--- src/rtl/osc_select_pll_map.vh ---
// register offsets, field positions and reset values of the clock configuration block
`ifndef OSC_SELECT_PLL_MAP_VH
`define OSC_SELECT_PLL_MAP_VH
`define CLK_CFG_OFFSET 12'h060
`define PLL_XLAT_OFFSET 12'h064
`define CRYSTAL_FREQ_SELECT_MSB 9
`define CRYSTAL_FREQ_SELECT_LSB 6
`define OSCSEL_MSB 5
`define OSCSEL_LSB 4
`define INTERNAL_OSC_DIS_BIT 1
`define MAIN_OSCILLATOR_DIS_BIT 0
`define CRYSTAL_FREQ_SELECT_RESET 4'hB
`define OSCSEL_RESET 2'h1
`define INTERNAL_OSC_DIS_RESET 1'h0
`define MAIN_OSCILLATOR_DIS_RESET 1'h1
`define MULT_MSB 13
`define MULT_LSB 5
`define RDIV_MSB 4
`define RDIV_LSB 0
`define OSC_MAIN 2'h0
`define OSC_INT 2'h1
`define OSC_INT_DIV4 2'h2
`define OSC_SLOW 2'h3
`endif

--- src/rtl/pll_xlat_table.v ---
// crystal code to pll multiplier and reference divider lookup
`timescale 1ns/1ps
module pll_xlat_table (
  input wire [3:0] crystal_freq_select_code,
  output reg [8:0] mult,
  output reg [4:0] rdiv
);
  // vco 400 MHz = crystal_freq_select * (mult + 1) / (rdiv + 1), approximated for fractional crystals
  always @* begin
    case (crystal_freq_select_code)
      4'h4: begin mult = 9'h0C7; rdiv = 5'h01; end
      4'h5: begin mult = 9'h0D9; rdiv = 5'h01; end
      4'h6: begin mult = 9'h063; rdiv = 5'h00; end
      4'h7: begin mult = 9'h0C2; rdiv = 5'h01; end
      4'h8: begin mult = 9'h0A2; rdiv = 5'h01; end
      4'h9: begin mult = 9'h04F; rdiv = 5'h00; end
      4'hA: begin mult = 9'h09B; rdiv = 5'h01; end
      4'hB: begin mult = 9'h063; rdiv = 5'h01; end
      4'hC: begin mult = 9'h081; rdiv = 5'h01; end
      4'hD: begin mult = 9'h06B; rdiv = 5'h01; end
      4'hE: begin mult = 9'h031; rdiv = 5'h00; end
      4'hF: begin mult = 9'h060; rdiv = 5'h01; end
      default: begin mult = 9'h000; rdiv = 5'h00; end
    endcase
  end
endmodule // pll_xlat_table

--- src/rtl/osc_select_pll_translation.v ---
// run-mode oscillator select and crystal to pll translation registers on ahb-lite
`timescale 1ns/1ps
`include "osc_select_pll_map.vh"
module osc_select_pll_translation (
  input wire hclk,
  input wire hresetn,
  input wire hsel,
  input wire [11:0] haddr,
  input wire [1:0] htrans,
  input wire hwrite,
  input wire [2:0] hsize,
  input wire [31:0] hwdata,
  input wire hready,
  output wire hreadyout,
  output wire hresp,
  output reg [31:0] hrdata,
  output wire [1:0] osc_input_select,
  output wire internal_osc_disable,
  output wire main_osc_disable,
  output wire [8:0] pll_mult,
  output wire [4:0] pll_rdiv
);
  reg [3:0] crystal_freq_select_ff;
  reg [1:0] oscsel_ff;
  reg internal_osc_dis_ff;
  reg main_oscillator_dis_ff;
  reg [8:0] mult_ff;
  reg [4:0] rdiv_ff;
  reg wr_pend_ff;
  reg [11:0] addr_ff;
  wire [8:0] nxt_mult;
  wire [4:0] nxt_rdiv;
  wire [31:0] cfg_word;
  wire [31:0] xlat_word;
  wire addr_phase;
  wire wr_cfg;

  assign hreadyout = 1'b1;
  assign hresp = 1'b0;
  assign addr_phase = hsel & hready & htrans[1];
  assign wr_cfg = wr_pend_ff & (addr_ff == `CLK_CFG_OFFSET);

  pll_xlat_table u_table (
    .crystal_freq_select_code(crystal_freq_select_ff),
    .mult(nxt_mult),
    .rdiv(nxt_rdiv)
  );

  // capture address phase; writes commit in the data phase
  always @(posedge hclk or negedge hresetn) begin
    if (!hresetn) begin
      wr_pend_ff <= 1'b0;
      addr_ff <= 12'h000;
    end else begin
      wr_pend_ff <= addr_phase & hwrite;
      if (addr_phase) begin
        addr_ff <= {haddr[11:2], 2'b00};
      end
    end
  end

  always @(posedge hclk or negedge hresetn) begin
    if (!hresetn) begin
      crystal_freq_select_ff <= `CRYSTAL_FREQ_SELECT_RESET;
      oscsel_ff <= `OSCSEL_RESET;
      internal_osc_dis_ff <= `INTERNAL_OSC_DIS_RESET;
      main_oscillator_dis_ff <= `MAIN_OSCILLATOR_DIS_RESET;
    end else if (wr_cfg) begin
      crystal_freq_select_ff <= hwdata[`CRYSTAL_FREQ_SELECT_MSB:`CRYSTAL_FREQ_SELECT_LSB];
      oscsel_ff <= hwdata[`OSCSEL_MSB:`OSCSEL_LSB];
      internal_osc_dis_ff <= hwdata[`INTERNAL_OSC_DIS_BIT];
      main_oscillator_dis_ff <= hwdata[`MAIN_OSCILLATOR_DIS_BIT];
    end
  end

  // translation follows the crystal code one cycle later; reset value matches code B
  always @(posedge hclk or negedge hresetn) begin
    if (!hresetn) begin
      mult_ff <= 9'h063;
      rdiv_ff <= 5'h01;
    end else begin
      mult_ff <= nxt_mult;
      rdiv_ff <= nxt_rdiv;
    end
  end

  assign cfg_word = {22'h000000, crystal_freq_select_ff, oscsel_ff, 2'b00, internal_osc_dis_ff, main_oscillator_dis_ff};
  assign xlat_word = {18'h00000, mult_ff, rdiv_ff};

  // read data registered at the address phase edge
  always @(posedge hclk or negedge hresetn) begin
    if (!hresetn) begin
      hrdata <= 32'h00000000;
    end else if (addr_phase & ~hwrite) begin
      case ({haddr[11:2], 2'b00})
        `CLK_CFG_OFFSET: hrdata <= cfg_word;
        `PLL_XLAT_OFFSET: hrdata <= xlat_word;
        default: hrdata <= 32'h00000000;
      endcase
    end
  end

  assign osc_input_select = oscsel_ff;
  assign internal_osc_disable = internal_osc_dis_ff;
  assign main_osc_disable = main_oscillator_dis_ff;
  assign pll_mult = mult_ff;
  assign pll_rdiv = rdiv_ff;
endmodule // osc_select_pll_translation

--- config.mk ---
export PLATFORM = sky130hd
export DESIGN_NAME = osc_select_pll_translation
export DESIGN_NICKNAME = d
export VERILOG_FILES = /design/src/rtl/pll_xlat_table.v /design/src/rtl/osc_select_pll_translation.v
export VERILOG_INCLUDE_DIRS = /design/src /design/src/rtl
export SDC_FILE = /design/constraint.sdc
export NUM_CORES = 1
export LEC_CHECK = 0
export BUFFER_PORTS_ARGS = -buffer_cell sky130_fd_sc_hd__buf_2
export CAP_MARGIN = 20
export CORE_AREA = 8 8 63 87
export DETAILED_ROUTE_END_ITERATION = 10
export DIE_AREA = 0 0 71 95
export PLACE_DENSITY = 0.9
export SLEW_MARGIN = 20
export SYNTH_ARGS = -nofsm -noshare
export SYNTH_HDL_FRONTEND = slang
export SYNTH_SLANG_ARGS = --single-unit
export TNS_END_PERCENT = 50
--- constraint.sdc ---
create_clock -name hclk -period 3.3 [get_ports hclk]
set_input_delay 0.33 -clock hclk [delete_from_list [all_inputs] [get_ports hclk]]
set_output_delay 0.33 -clock hclk [all_outputs]
set_load 0.05 [all_outputs]
==> metrics.txt, run 1 <==
Clock Latency Late Sink=0.29 ns; row cnt=28; Yosys warning count=0; CP arrival=1.68 ns; setup TNS=0 ns; clock sink total=39; setup bufs post-CTS=0; first-pass GRT wire length=6560 um; Post-DRT Antenna Nets=0; Worst Path Max Fanout=11; Hold-fix buffers, CTS=0; Required @ worst endpoint=3.46 ns; CP max-delay cell=nand4b_1; All-Layer GR Usage=12.2%; CTS tree=done; Post-Syn Area=1950 sq um; max cap viols=0; Worst-Margin Slew=0.850 ns; synthesized instance count=169; post-route minimum period=1.52 ns; Root Buffer=clkbuf_8; Post-synth EDFFs=0; ANT cells=0; Pwr Density=521 nW/um^2; port buffer count=47; Avg Cell Area, Syn=11.5 sq um; Fin. Hold Viols=0; reg2reg end=osc_input_select[1]$_DFFE_PN0P_; Die Span Y=95 um; VDD IR max=0.000359 V; Tcrit/Tclk final=46.1%; Crit Path Category=input port to flip-flop; Gates resized, CTS repair=0; Synth Flop Type=dfrtp_1; CTS Buf Count=5; area growth from synthesis to layout=13.5%; Reg2Reg Setup Slack=1.90 ns; crit path capture type=flip-flop; gp weighted congestion=0.815; die area=6750 sq um; Finished Cell Area=2210 sq um; Worst Hold Class=input port to asynchronous set/reset pin; GR Overflow Total=0; Async SR Flop Fraction=100%; vias in the first global route=1397; Final Max Slew Viols=0; WL final=4030 um; 1st-iter DRT viols=39; Layout Skew=0.00780 ns; Core ar.=4130 sq um; crit path to=hrdata[1]$_DFFE_PN0P_; Clock Pin Slew Worst Setup and Hold Paths=0.08 ns; Critical R2R Launch=addr_ff[3]$_DFFE_PN0N_; H-tree depth=2; layout cells sized above 1=40.7%; register area share after synthesis=50.8%; flops & latches, synth=39; Starting Density=47.1%; final setup fails=0; # DRC=0; number of top-level pins=106; cells along the critical path=buf_2 -> nor4b_2 -> nand4b_1 -> o41ai_1; Slew HR=43.3%; initial antenna violation count=0; vias=1258; DRT Pass-1 Iters=2; Worst path max stage delay=0.52 ns; status=finished clean; reg2reg path depth=3; DR vias/cell=4.82; Leak=1.13 nW; Die X=71 um; RSZ-0062 raised after global routing=no; nets@finish=274; DP Area=2100 sq um; Max Clk Rate=0.657 GHz; largest net degree at the start of global routing=40; dpl hpwl=3170 um; synth unique cells=29; total power=1.15 mW; crit path from=haddr[7]; WL per Instance=15.4 um; clk buf depth=2; Startpoint Class=input port
==> cell type report <==
| class | instances | area, sq um |
|---|---|---|
| clock buffer | 5 | 68.8 |
| clock inverter | 3 | 43.8 |
| inverter | 8 | 30.0 |
| tap | 45 | 56.3 |
| fill | 381 | 1930 |
| timing repair buffer | 48 | 243 |
| sequential | 39 | 988 |
| multi-input combinational | 113 | 778 |
==> synthesized netlist by cell type, drive strengths merged (3+ instances only) <==
| cell | count | area [sq um] |
|---|---|---|
| buf | 31 | 231 |
| dfrtp | 29 | 726 |
| nand2 | 19 | 71.3 |
| mux2 | 18 | 203 |
| dfstp | 10 | 263 |
| o31ai | 9 | 67.6 |
| inv | 8 | 30.0 |
| mux2i | 8 | 80.1 |
| o21ai | 6 | 30.0 |
| ha | 5 | 62.6 |
| clkbuf | 4 | 15.0 |
| nor2 | 3 | 11.3 |
==> power breakdown <==
part	switching (mW)	leakage, nW	total [mW]	internal [mW]
sequential	0.0248	0.478	0.547	0.522
clock	0.165	0.0581	0.390	0.225
combinational	0.160	0.597	0.215	0.0555
total	0.349	1.13	1.15	0.802
==> critical path: cells and delay by family <==
kind / cells / cell delay (ns)
AO/OA/AOI/OAI: 1 / 0.47
buffers and inverters: 1 / 0.11
AND/OR/NAND/NOR: 2 / 0.77
==> state kept, by name, summed over array words and instances (netlist names) <==
signal	flops
pll_rdiv	1
pll_mult	8
addr_ff	10
osc_input_select	2
hrdata	11
wr_pend_ff	1
crystal_freq_select_ff	4
main_osc_disable	1
internal_osc_disable	1
==> worst min path at each step <==
stage	slack, ns	depth (start not counted)	start	endpoint
6_report	0.14	1	hresetn	addr_ff[7]$_DFFE_PN0N_
5_1_grt	0.20	1	hresetn	addr_ff[10]$_DFFE_PN0N_
4_1_cts	0.18	1	hresetn	addr_ff[8]$_DFFE_PN0N_
3_5_place_dp	0.46	2	hrdata[7]$_DFFE_PN0P_	hrdata[7]$_DFFE_PN0P_
3_3_place_gp	0.45	2	hrdata[1]$_DFFE_PN0P_	hrdata[1]$_DFFE_PN0P_
2_1_floorplan	0.03	0	hresetn	addr_ff[10]$_DFFE_PN0N_
==> metrics by stage <==
step	cells	worst slack (ns)	hold slack (ns)	util [%]
2_1_floorplan	195	2.04	0.0344	-
3_3_place_gp	253	1.54	0.452	50.7
3_5_place_dp	253	1.43	0.462	50.7
4_1_cts	261	1.75	0.178	53.4
5_1_grt	261	1.68	0.201	53.4
6_report	261	1.78	0.139	53.4
==> kinds of logic (layout without fill, tap and decap cells) <==
family                   Yosys count  in the layout  synth area share (%)
other                              2             28                 0.386
multiplexers                      26             26                  14.5
adder cells (fa/ha/maj)            5              5                  3.22
buffers and inverters             43             64                  14.2
flip-flops                        39             39                  50.8
AND/OR/NAND/NOR                   34             34                  9.39
AO/OA/AOI/OAI                     20             20                  7.46
==> layer usage <==
layer	global-route usage [%]	up-vias	part of all wire (%)
li1	-	606	-
met4	3.14	0	0.30
met1	11.3	607	34
met2	23.3	43	56
met5	0	-	0
met3	5.94	2	8.9
==> placed cells by master, fill, tap and decap left out, drive strengths merged, types with 3 or more instances in the layout <==
cell	count
o31ai	9
o21ai	6
inv	8
dfstp	10
buf	48
mux2	18
clkbuf	5
nor2	3
ha	5
conb	28
nand2	19
dfrtp	29
mux2i	8
(Power assumes the default switching activity.)
==> run 2: changes to the inputs <==
ABC_AREA = 1   (was not set)
CORE_AREA = 8 8 67 92   (was 8 8 63 87)
DIE_AREA = 0 0 75 100   (was 0 0 71 95)
PLACE_DENSITY = 0.84   (was 0.9)
clock period = 1.47 ns   (was 3.3 ns; I/O delays follow)
==> run 2 against run 1 <==
Compared with the run above: routed wire length up 9.4%; synthesized cell count up 35%; critical path depth up 2; core utilization down 3.7 points; die area up 11%; register-to-register slack worse by 1.8 ns; area after synthesis up 7.2%.
==> metrics.txt, run 2 <==
status=finished clean; Die X=75 um; most frequent cells in the layout=58 x nand2_1, 47 x buf_2, 29 x dfrtp_1; WL final=4410 um; max reg flops=11; clock share of power=27.9%; most common cell after layout, fill and taps aside=nand2_1; layout cells sized above 1=34.3%; Sw Pwr=0.789 mW; Sw Share=32.7%; clock sink total=39; Storage cell area=988 sq um; Clock Pin Slew Worst Setup and Hold Paths=0.07 ns; final worst slack=0.130 ns; Crit Path Category=flip-flop to flip-flop; Layout Skew=0.0101 ns; gp weighted congestion=0.832; Max Clk Rate=0.746 GHz; DRT Pass-1 Iters=4; hold slack=0.0660 ns; Tcrit/Tclk final=91.1%; Final Max Slew Viols=0; H-tree depth=2; most frequent cell after synthesis=nand2_1; Avg Cell Area, Syn=9.15 sq um; DP Area=2280 sq um; setup bufs post-CTS=0; WL per Instance=12.8 um; FILL cells=472; first-pass GRT wire length=7140 um; number of top-level pins=106; Die Span Y=100 um; Async SR Flop Fraction=100%; port buffer count=47; total power=2.41 mW; largest area contributor in the netlist=dfrtp_1; ANT cells=0; post-route minimum period=1.34 ns; Worst Hold Class=input port to flip-flop; synthesized instance count=228; vias=1561; crit path capture type=flip-flop; Logic pwr share=21.2%; post-synth top area share=34.8%; final core occ=49.7%; Layout Cells excl Fill=344; final setup fails=0; clk buf depth=2; 1st-iter DRT viols=107; Yosys warning count=0; DP Cell Count=335; Required @ worst endpoint=1.62 ns; max cap viols=0; DR vias/cell=4.54; flops & latches, synth=39; Post-synth EDFFs=0; All-Layer GR Usage=12.4%; dpl hpwl=3450 um; Post-synth top cells=58 x nand2_1, 29 x buf_4, 29 x dfrtp_1; initial antenna violation count=0; multi-input logic area=841 sq um; pre-CTS setup slack=0.189 ns; area growth from synthesis to layout=13.6%; GR Overflow Total=0; CTS Buf Count=5; RSZ-0062 raised after global routing=no; Startpoint Class=flip-flop; Worst Path Max Fanout=5; setup TNS=0 ns; vias in the first global route=1590; Pwr Density=1020 nW/um^2; Clock Latency Late Sink=0.29 ns; row cnt=30; register area share after synthesis=47.4%; total internal power=1.62 mW; Starting Density=43.8%; die area=7500 sq um; # DRC=0; Leak=1.34 nW; synth unique cells=27; Most flops, register=hrdata; CP arrival=1.49 ns; Root Buffer=clkbuf_8; nets@finish=338; synth top area cells=dfrtp_1 35%, dfstp_2 13%, buf_4 10%; Post-DRT Antenna Nets=0; sequential share of power=50.9%; Reg2Reg Setup Slack=0.13 ns; CTS tree=done; Fin. Hold Viols=0; VDD IR max=0.000387 V; Synth Flop Type=dfrtp_1; Finished Cell Area=2370 sq um; Post-Syn Area=2090 sq um; Core ar.=4770 sq um; largest net degree at the start of global routing=40; Gates resized, CTS repair=0
-- run 2: logic make-up after synthesis --
logic type / synth area share [%]
buf+inv: 17.0
fa+ha+maj: 3.00
other cells: 0.360
flops: 47.4
compound gates: 7.62
mux: 2.16
simple gates: 22.5
-- run 2: final cells by class --
type	count	share of cell area (%)
sequential	39	41.7
multi-input combinational	155	35.5
timing repair buffer	54	12.2
inverter	24	3.80
clock buffer	8	3.38
tap	64	3.38
-- run 2: worst max-delay path: stages (launching register included) --
cell and delay (ns):
dfstp_2 0.58, inv_1 0.08, ha_1 0.20, nand2_1 0.10, o21ai_0 0.09, nand2_1 0.06
o21ai_0 0.10
-- run 2: final timing paths --
check	to	from	depth (start not counted)
hold reg to reg	hrdata[7]$_DFFE_PN0P_	hrdata[7]$_DFFE_PN0P_	2
max in group asynchronous	pll_mult[1]$_DFF_PN1_	hresetn	3
setup / recovery	pll_mult[7]$_DFF_PN0_	crystal_freq_select_ff[1]$_DFFE_PN1P_	6
hold / removal	crystal_freq_select_ff[1]$_DFFE_PN1P_	hwdata[7]	3
setup reg to reg	pll_mult[7]$_DFF_PN0_	crystal_freq_select_ff[1]$_DFFE_PN1P_	6
min in group asynchronous	addr_ff[9]$_DFFE_PN0N_	hresetn	3
-- run 2: what timing repair did --
action	CTS	global route
setup endpoints to repair	0	0
hold buffers	1	0
hold endpoints to repair	29	0
-- run 2: layer usage --
metal	track usage [%]	share of wire, %	vias to the layer above
met3	3.89	8.8	13
met1	11.1	35	705
met5	0	0	-
met4	8.33	3.2	0
li1	-	-	776
met2	22.4	53	67
-- run 2: power by group through the flow --
stage / Clock [mW] / Combinational (mW) / Sequential [mW]
floorplan: 0 / 0.359 / 1.32
CTS: 0.693 / 0.510 / 1.22
global route: 0.737 / 0.549 / 1.23
global placement: 0 / 0.498 / 1.24
finish: 0.673 / 0.510 / 1.23
detailed placement: 0 / 0.508 / 1.24
